==> src/pll_pkg.sv <==
package pll_pkg;
   // ----------------------------------------
   // register map
   // ----------------------------------------
   localparam logic [7:0] prescaler_ctrl_addr    = 8'h16;
   localparam logic [7:0] status_pin_select_addr = 8'h17;
   localparam logic [7:0] swallow_count_addr     = 8'h15;
   localparam logic [7:0] feedback_count_addr    = 8'h13;
   localparam logic [7:0] status_lock_addr       = 8'h1d;
   localparam int         status_lock_bit        = 7;
   localparam int         sel_lsb                = 2;
   localparam logic [2:0] prescaler_reset        = 3'h6;
   localparam logic [5:0] sel_reset              = 6'h00;
   localparam logic [5:0] swallow_reset          = 6'h00;
   localparam logic [7:0] feedback_reset         = 8'h04;

   // ----------------------------------------
   // prescaler modes
   // ----------------------------------------
   typedef enum logic [2:0] {
      fixed_div1  = 3'b000,
      fixed_div2  = 3'b001,
      dual_mod2_3 = 3'b010,
      dual_mod4_5 = 3'b011,
      dual_mod8_9 = 3'b100,
      dual_mod16  = 3'b101,
      dual_mod32  = 3'b110,
      fixed_div3  = 3'b111
   } prescaler_mode_t;

   // ----------------------------------------
   // status pin selector codes
   // ----------------------------------------
   typedef enum logic [5:0] {
      sel_ground     = 6'h00,
      sel_feedback   = 6'h01,
      sel_reference  = 6'h02,
      sel_swallow    = 6'h03,
      sel_prescaler  = 6'h04,
      sel_pfd_up     = 6'h05,
      sel_pfd_down   = 6'h06
   } status_sel_t;

   typedef struct packed {
      logic [7:0] addr;
      logic [7:0] wdata;
      logic       wr;
      logic       rd;
   } reg_req_t;
endpackage : pll_pkg

==> src/pll_prescaler_and_status_mux.sv <==
// The implementer's own choice: the address-and-strobe port.
`timescale 1ns/100ps
// Notes on behaviour
// - mode 4/5 alternates 4 and 5 with nonzero swallow count, else 4.
// - mode 8/9 alternates 8 and 9 with nonzero swallow count, else 8.
// - mode 16/17 alternates 16 and 17 with nonzero count, else 16.
// - mode 32/33 is the reset default, likewise with 32 and 33.
// - a selector code puts the delayed feedback divider on the pin.
// - a selector code puts the delayed reference divider on the pin.
// - pfd up and down pulses each have their own selector code.
module pll_prescaler_and_status_mux
   import pll_pkg::*;
(
   input  wire logic       clk,
   input  wire logic       rstn,
   input  wire logic [7:0] addr,
   input  wire logic [7:0] wdata,
   input  wire logic       wr,
   input  wire logic       rd,
   output logic [7:0]      rdata,
   input  wire logic       feedback_delayed,
   input  wire logic       reference_delayed,
   input  wire logic       pfd_up,
   input  wire logic       pfd_down,
   output logic            status_pin,
   output logic            prescaler_pulse
);
   import pll_pkg::*;

   prescaler_mode_t mode;
   logic [5:0]      sel;
   logic [5:0]      swallow;
   logic [7:0]      feedback_count;
   logic            status_lock;
   logic            modulus_high;
   logic [5:0]      swallow_cnt;
   logic            swallow_pulse;
   logic            next_status;

   // ----------------------------------------
   // register writes
   // ----------------------------------------
   always_ff @(posedge clk or negedge rstn) begin
      if (!rstn) begin
         mode           <= prescaler_mode_t'(prescaler_reset);
         sel            <= sel_reset;
         swallow        <= swallow_reset;
         feedback_count <= feedback_reset;
         status_lock    <= 1'b0;
      end else if (wr) begin
         unique case (addr)
            prescaler_ctrl_addr:
               mode <= prescaler_mode_t'(wdata[2:0]);
            status_pin_select_addr: begin
               if (!status_lock)
                  sel <= wdata[7:sel_lsb];
            end
            swallow_count_addr:  swallow        <= wdata[5:0];
            feedback_count_addr: feedback_count <= wdata;
            status_lock_addr:    status_lock    <= wdata[status_lock_bit];
            default: ;
         endcase
      end
   end

   // ----------------------------------------
   // register reads
   // ----------------------------------------
   always_ff @(posedge clk or negedge rstn) begin
      if (!rstn) begin
         rdata <= 8'h00;
      end else if (rd) begin
         unique case (addr)
            prescaler_ctrl_addr:    rdata <= {5'h00, mode};
            status_pin_select_addr: rdata <= {sel, 2'b00};
            swallow_count_addr:     rdata <= {2'b00, swallow};
            feedback_count_addr:    rdata <= feedback_count;
            status_lock_addr:       rdata <= {status_lock, 7'h00};
            default:                rdata <= 8'h00;
         endcase
      end else begin
         rdata <= 8'h00;
      end
   end

   // ----------------------------------------
   // prescaler
   // ----------------------------------------
   pll_prescaler u_prescaler (
      .clk          (clk),
      .rstn         (rstn),
      .mode         (mode),
      .swallow      (swallow),
      .pulse        (prescaler_pulse),
      .modulus_high (modulus_high)
   );

   // swallow counter, toggles once every swallow prescaler pulses, on every pulse when swallow is zero
   always_ff @(posedge clk or negedge rstn) begin
      if (!rstn) begin
         swallow_cnt   <= 6'h00;
         swallow_pulse <= 1'b0;
      end else if (prescaler_pulse) begin
         if (swallow_cnt + 6'd1 >= swallow) begin
            swallow_cnt   <= 6'h00;
            swallow_pulse <= ~swallow_pulse;
         end else begin
            swallow_cnt <= swallow_cnt + 6'd1;
         end
      end
   end

   // ----------------------------------------
   // status pin selector
   // ----------------------------------------
   always_comb begin
      unique case (sel)
         sel_feedback:  next_status = feedback_delayed;
         sel_reference: next_status = reference_delayed;
         sel_swallow:   next_status = swallow_pulse;
         sel_prescaler: next_status = prescaler_pulse;
         sel_pfd_up:    next_status = pfd_up;
         sel_pfd_down:  next_status = pfd_down;
         default:       next_status = 1'b0;
      endcase
   end

   always_ff @(posedge clk or negedge rstn) begin
      if (!rstn)
         status_pin <= 1'b0;
      else
         status_pin <= next_status;
   end
endmodule : pll_prescaler_and_status_mux

==> src/pll_prescaler.sv <==
`timescale 1ns/100ps
module pll_prescaler
   import pll_pkg::*;
(
   input  wire logic            clk,
   input  wire logic            rstn,
   input  wire prescaler_mode_t mode,
   input  wire logic [5:0]      swallow,
   output logic                 pulse,
   output logic                 modulus_high
);
   import pll_pkg::*;
   logic [5:0] cnt;
   logic [5:0] base;
   logic       dual;

   // ----------------------------------------
   // ratio decode
   // ----------------------------------------
   always_comb begin
      dual = 1'b1;
      unique case (mode)
         fixed_div1:  begin base = 6'd1;  dual = 1'b0; end
         fixed_div2:  begin base = 6'd2;  dual = 1'b0; end
         fixed_div3:  begin base = 6'd3;  dual = 1'b0; end
         dual_mod2_3: base = 6'd2;
         dual_mod4_5: base = 6'd4;
         dual_mod8_9: base = 6'd8;
         dual_mod16:  base = 6'd16;
         dual_mod32:  base = 6'd32;
      endcase
   end

   // ----------------------------------------
   // divider
   // ----------------------------------------
   always_ff @(posedge clk or negedge rstn) begin
      if (!rstn) begin
         cnt          <= 6'h00;
         pulse        <= 1'b0;
         modulus_high <= 1'b0;
      end else begin
         pulse <= 1'b0;
         if (cnt + 6'd1 >= base + {5'h00, modulus_high}) begin
            cnt   <= 6'h00;
            pulse <= 1'b1;
            // alternate moduli only with nonzero swallow count
            modulus_high <= dual
                            && (swallow != 6'h00)
                            && !modulus_high;
         end else begin
            cnt <= cnt + 6'd1;
         end
      end
   end
endmodule : pll_prescaler

==> config.mk <==
export PLATFORM = sky130hd
export DESIGN_NAME = pll_prescaler_and_status_mux
export DESIGN_NICKNAME = d
export VERILOG_FILES = /design/src/pll_pkg.sv /design/src/pll_prescaler_and_status_mux.sv /design/src/pll_prescaler.sv
export SDC_FILE = /design/constraint.sdc
export NUM_CORES = 1
export LEC_CHECK = 0
export BUFFER_PORTS_ARGS = -buffer_cell sky130_fd_sc_hd__buf_2
export CAP_MARGIN = 30
export CORE_MARGIN = 5
export CORE_UTILIZATION = 50
export DETAILED_ROUTE_END_ITERATION = 16
export PLACE_DENSITY = 0.82
export SLEW_MARGIN = 10
export SYNTH_ARGS = -nofsm -noshare
export SYNTH_HDL_FRONTEND = slang
export SYNTH_SLANG_ARGS = --single-unit
==> constraint.sdc <==
create_clock -name clk -period 3.3 [get_ports clk]
set_input_delay 0.165 -clock clk [delete_from_list [all_inputs] [get_ports clk]]
set_output_delay 0.165 -clock clk [all_outputs]
set_load 0.01 [all_outputs]
[Word level (Yosys, flattened, before mapping)]
Index checks and enable logic that the tools add are counted.
Storage, ports and cells
  flip-flop bits (word level): 48
  word-level logic and storage cells: 58
  output and inout port bits: 10
Operators by class
  reduce and logical (&&, ||, !) cells: 13
  bitwise gates (word level): 2
  add/subtract/negate cells: 3
  eq/ne operators: 18
  multiplexer cells: 8
  magnitude comparators: 2
Operators with widths (number)
  case mux 6 bit (7 select lines): 1
  == test 8 x 5 -> 1 bit, second input constant: 5
  case mux 8 bit (5 select lines): 1
  == test 6 x 3 -> 1 bit, second input constant: 3
  adder 6 x 1 -> 6 bit, second input constant: 2
  == test 3 bit, second input constant: 4
  == test 6 x 2 -> 1 bit, second input constant: 2
  >= comparator 6 bit: 2
  two-way mux 6 bit: 2
  AND reduction 2 bit: 5
  two-way mux 8 bit: 1
  adder 6 x 1 -> 6 bit: 1
  == test 3 x 2 -> 1 bit, second input constant: 2
  == test 6 x 1 -> 1 bit, second input constant: 1
  case mux 1 bit (6 select lines): 1
  nonzero test 6 bit: 1
  == test 3 x 1 -> 1 bit, second input constant: 1
  logical NOT 3 bit: 1
  AND reduction 3 bit: 1
  OR reduction 3 bit: 1
  logical AND 1 bit: 2
  two-way mux 1 bit: 2
  NOT 1 bit: 2
  OR reduction 2 bit: 1
  logical NOT 1 bit: 1

[Depth between registers and ports, before layout]
  depth in word-level cells: 6
  mapped depth: 11

[Modules after synthesis]
A second synthesis with hierarchy kept.
Unflattened totals
  cell total of the unflattened synthesis: 235
  area, all modules: 2615.0 sq um
By module, submodules not included
  pll_prescaler_and_status_mux: seq. area each 1004.7 sq um, area each 2044.5 sq um, cells each 178, times used 1
  pll_prescaler: seq. area each 200.2 sq um, area each 570.5 sq um, cells each 57, times used 1

[Least setup slack after synthesis]
OpenSTA, ideal clock, no wires.
  kind: reg2reg
  from: register mode[1]
  to: register u_prescaler.modulus_high
  library setup time: 125 ps
  cell stages (with the launch flop): 12
  data arrival time: 2496 ps
  path slack: 679 ps
  cells stage by stage: dfstp_2 > clkbuf_1 > or3_1 > nand2_1 > ha_1 > ha_1 > inv_1 > ha_1 > a21o_1 > a21oi_1 > o21ai_1 > mux2_2
Between the ends
  word-level cells in the longest chain between the ends: 5
  elaborated cells on any way between the ends: 16
  those cells by class: add/sub: 1; order compare: 1; eq/ne: 7; mux: 2; reduce/logical: 5
Ends and longest elaborated chain
  start: declaration: RTL line pll_prescaler_and_status_mux.sv:30  | prescaler_mode_t mode;
  start signal: assignment: RTL line pll_prescaler_and_status_mux.sv:45  | mode <= prescaler_mode_t'(prescaler_reset);
  start signal: assignment: RTL line pll_prescaler_and_status_mux.sv:53  | mode <= prescaler_mode_t'(wdata[2:0]);
  == test 3 x 1 -> 1 bit (tied with other cells): RTL line pll_prescaler.sv:22  | unique case (mode)
  OR reduction 2 bit (no line) or OR reduction 3 bit (tied branches)
  case mux 6 bit (7 select lines) or two-way mux 1 bit (tied branches): RTL line pll_prescaler.sv:22
  adder 6 x 1 -> 6 bit or logical AND 1 bit (tied branches): RTL line pll_prescaler.sv:44, pll_prescaler.sv:49
  >= comparator 6 bit or logical AND 1 bit (tied branches): RTL line pll_prescaler.sv:44, pll_prescaler.sv:50
  end signal: assignment: RTL line pll_prescaler.sv:48  | modulus_high <= dual
  end: declaration: RTL line pll_prescaler.sv:10  | output logic modulus_high
Several ways; a longest one is shown, not always the timed one.
A chain may end at the register's enable or synchronous reset.

[Worst setup path in the final report]
  from: register mode[2]
  to: register u_prescaler.modulus_high
Same word-level chain as after synthesis.

==> impl_metrics.py <==
metrics = {
    "run_status": {
        "run_status": "finished, final reports clean",
    },
    "sta": {
        "max_slew_margin": 0.6460,
        "tcrit_tclk_final": 0.8043,
        "rsz0062_at_grt": "no",
        "hold_violations": 0,
        "finalSetupViolCount": 0,
        "timing.final.ws_setup_ns": 0.6459,
        "fin_worst_hold_slack_ns": 0.1260,
        "post_route_clock_skew_ns": 0.006392,
        "timing.fmax_mhz": 376.8,
        "report.final.slew_viol_count": 0,
        "finalWorstPathRequiredPeriod_ns": 2.654,
        "setup_total_negative_slack_ns": 0,
        "tightest_slew_ns": 0.5275,
    },
    "synthesis": {
        "most_frequent_cells_after_synthesis": "dfrtp_1, inv_1, mux2_2, ha_1, nor2_1",
        "synth_top_area_cell": "dfrtp_1",
        "synth.cell_area_um2": 2649,
        "ys_async_sr_fraction": 1.000,
        "synth_top_area_frac": 0.4251,
        "dominant_cell_by_count_in_the_synthesized_netlist": "dfrtp_1",
        "netlist-cell-type-count": 49,
        "synth.top_cells.by_area": "dfrtp_1, mux2_2, ha_1, mux2_4, dfstp_2",
        "syn_area_cell_um2": 11.04,
        "yosys_register_bits": 48,
        "synth_compound_area_frac": 0.09258,
        "synthesis.yosys.warnings": 0,
        "ys_seq_area_frac": 0.4549,
        "synth_enable_flop_cells": 0,
        "synth_nets": 280,
        "post_synth_and_or_nand_nor_area_fraction": 0.1578,
        "post_synth_inst_count": 240,
        "yosys-mux-area-fraction": 0.1408,
        "synth_xor_xnor_area_share": 0.03637,
        "yosys_most_used_dff": "dfrtp_1",
        "largest_family_of_logic_cells_by_synthesized_area": "simple AND/OR/NAND/NOR gates",
        "synthesized_area_fraction_occupied_by_adder_cells": 0.07558,
    },
    "run": {
        "maxCapViolCount": 0,
    },
    "die": {
        "die_x_um": 82.79,
        "core.rowCount": 26,
        "initial_core_util": 0.5153,
        "die_area_um2": 6853,
        "design.core.area_um2": 5140,
        "ioPinCount": 34,
        "die_y_um": 82.79,
    },
    "routing": {
        "routed_wire_length_um": 5106,
        "drt_pre_antenna_iters": 4,
        "route.detailed.vias_per_inst": 5.343,
        "detailroute.via_count": 1854,
        "detail_routed_net_length_per_standard_cell_um": 14.71,
        "drtAntennaViolNets": 0,
        "remaining_drc_errors": 0,
        "drt_iter0_drc": 121,
    },
    "min_path": {
        "hp-start": "wdata[6]",
        "class_of_the_worst_hold_path": "in2reg",
        "worstHoldPathCells": 2,
        "worstHoldEndpoint": "feedback_count[6]",
    },
    "setup_path": {
        "worstRegToRegCells": 10,
        "reg2reg_from": "mode[2]",
        "timing.critical_path.fanout_max": 10,
        "worstPathRequired_ns": 3.49,
        "cp_slowest_cell": "dfstp_2",
        "cpPeakStageDelay_ns": 0.61,
        "type_of_the_worst_setup_path": "reg2reg",
        "worstPathArrival_ns": 2.84,
        "cp_num_buf_inv": 1,
        "crit_path_start_kind": "flip-flop",
        "cp_cell_sequence": "or3_1 > nand2_1 > ha_1 > ha_1 > inv_1 > ha_1 > a21o_1 > a21oi_1 > o21ai_1 > mux2_2",
        "reg2reg_to": "u_prescaler.modulus_high",
        "worst_setup_path_end_kind": "flip-flop",
        "worst_path_dominant_cell_family": "adder cells",
        "worst-r2r-setup-slack_ns": 0.65,
        "worst_path_most_repeated_cell": "ha_1",
    },
    "grt": {
        "number_of_global_route_vias_before_repair": 1780,
        "grt_antenna_before_repair": 0,
        "overall_global_routing_resource_usage": 0.1601,
        "grt_max_degree": 38,
        "gr-total-overflow": 0,
        "grt_first_pass_wirelength_um": 8231,
    },
    "cells_and_area": {
        "finalCoreUtilization": 0.5852,
        "fin_area_um2": 3008,
        "syn2layout_area_growth_pct": 13.56,
        "share_of_cells_above_drive_strength_1": 0.2888,
        "antenna_cells": 0,
        "num-nets-final": 316,
        "n_fill_cell": 453,
    },
    "clocking": {
        "cts_tree": "built",
        "clock_sinks": 48,
        "clock_latency_on_the_worst_skew_pair_ns": 0.30,
        "clk_pin_slew_ns": 0.09,
        "cts.repair_timing.setup_buffer_count": 0,
        "cts_made_buffers": 5,
        "level_count_of_the_clock_h_tree": 2,
        "cts.path.max_buffers": 2,
        "cts_root_buf": "clkbuf_8",
        "hold_buffers": 1,
        "post_cts_resize_count": 0,
    },
    "power": {
        "pwr-share-comb": 0.243,
        "power.internal_mw": 1.045,
        "power.sequential.fraction": 0.470,
        "p_sw_frac": 0.3046,
        "p_clk_frac": 0.287,
        "power.static_leakage_nw": 1.435,
        "p_per_area_nw_per_um2": 499.6,
        "power.switching_uw": 457.8,
        "peakVddDrop_uv": 369.2,
    },
    "placed_design": {
        "placement.cell_area_um2": 2882,
        "port_buffers": 33,
        "post-place-ws_ns": 0.6338,
        "place.detailed.hpwl_um": 3965,
        "globalplace.congestion": 0.8736,
    },
}
-- layout make-up --
type,count,area [um2],area share
Clock buffer,5,68.82,0.02288
Clock inverter,3,47.55,0.01581
Inverter,19,71.32,0.02371
Multi-Input combinational cell,167,1333,0.4430
Sequential cell,48,1205,0.4006
Tap cell,70,87.58,0.02912
Timing Repair Buffer,35,195.2,0.06489
-- state kept, by name, indices dropped and copies added, names as in the netlist --
signal	flops
swallow_cnt	6
feedback_count	8
sel	6
u_prescaler.modulus_high	1
status_lock	1
u_prescaler.pulse	1
swallow_pulse	1
status_pin	1
u_prescaler.cnt	6
mode	3
rdata	8
swallow	6
-- worst max path at each step --
stage | start | endpoint | slack (ns) | depth (start not counted)
after floorplan | mode[1] | u_prescaler.modulus_high | 0.68 | 11
after global placement | mode[2] | u_prescaler.modulus_high | 0.73 | 10
after detailed placement | mode[2] | u_prescaler.modulus_high | 0.63 | 10
after CTS | mode[2] | u_prescaler.modulus_high | 0.61 | 10
after global routing | mode[1] | u_prescaler.modulus_high | 0.43 | 10
final | mode[2] | u_prescaler.modulus_high | 0.65 | 10
-- power by group through the flow --
| stage | Sequential (mW) | Combinational [mW] | Clock (mW) |
|---|---|---|---|
| 2_1_floorplan | 0.691 | 0.282 | 0 |
| 4_1_cts | 0.707 | 0.373 | 0.441 |
| 6_report | 0.706 | 0.365 | 0.431 |
| 5_1_grt | 0.715 | 0.424 | 0.468 |
| 3_3_place_gp | 0.715 | 0.351 | 0 |
| 3_5_place_dp | 0.716 | 0.370 | 0 |
-- through the flow --
step                      power (mW)  cells
after global routing           1.608    347
after detailed placement       1.086    338
after floorplan               0.9727    240
final                          1.503    347
after CTS                      1.520    347
after global placement         1.066    337
-- placed cells by master, fill, tap and decap left out, types with 2 or more instances in the layout --
cell       count
nand2b_1       4
and3_1         2
a21o_1         3
mux2_2        18
buf_2         33
nor3_1         5
o211ai_1       2
o21ai_0        7
nand3b_1       3
nor2_1        15
dfrtp_1       45
mux2_4         8
a22oi_1        2
nor2b_1        8
xor2_1         2
clkbuf_8       5
nand3_1       11
dfstp_2        3
mux2i_1        5
inv_1         19
a21oi_1        9
ha_1          16
o22ai_1        4
a2bb2oi_1      2
clkinv_4       2
xnor2_1        9
nand2_1       10
-- kinds of logic (layout without fill, tap and decap cells) --
family                     Yosys count  in the layout
DFF                                 48             48
AOI/OAI and AO/OA                   38             38
adders and majority gates           16             16
buffers and inverters               25             62
xor gates and xnor gates            11             11
muxes                               31             31
and+or+nand+nor                     71             71
-- per-layer routing --
metal  track usage  wire length, um  up-vias
met3       0.03672              190        4
met1        0.2219             2387      900
met5             0                0        -
li1              -                -      920
met2        0.2516             2494       30
met4       0.04575               34        0
Note: power is estimated with default switching activity, not from simulation.
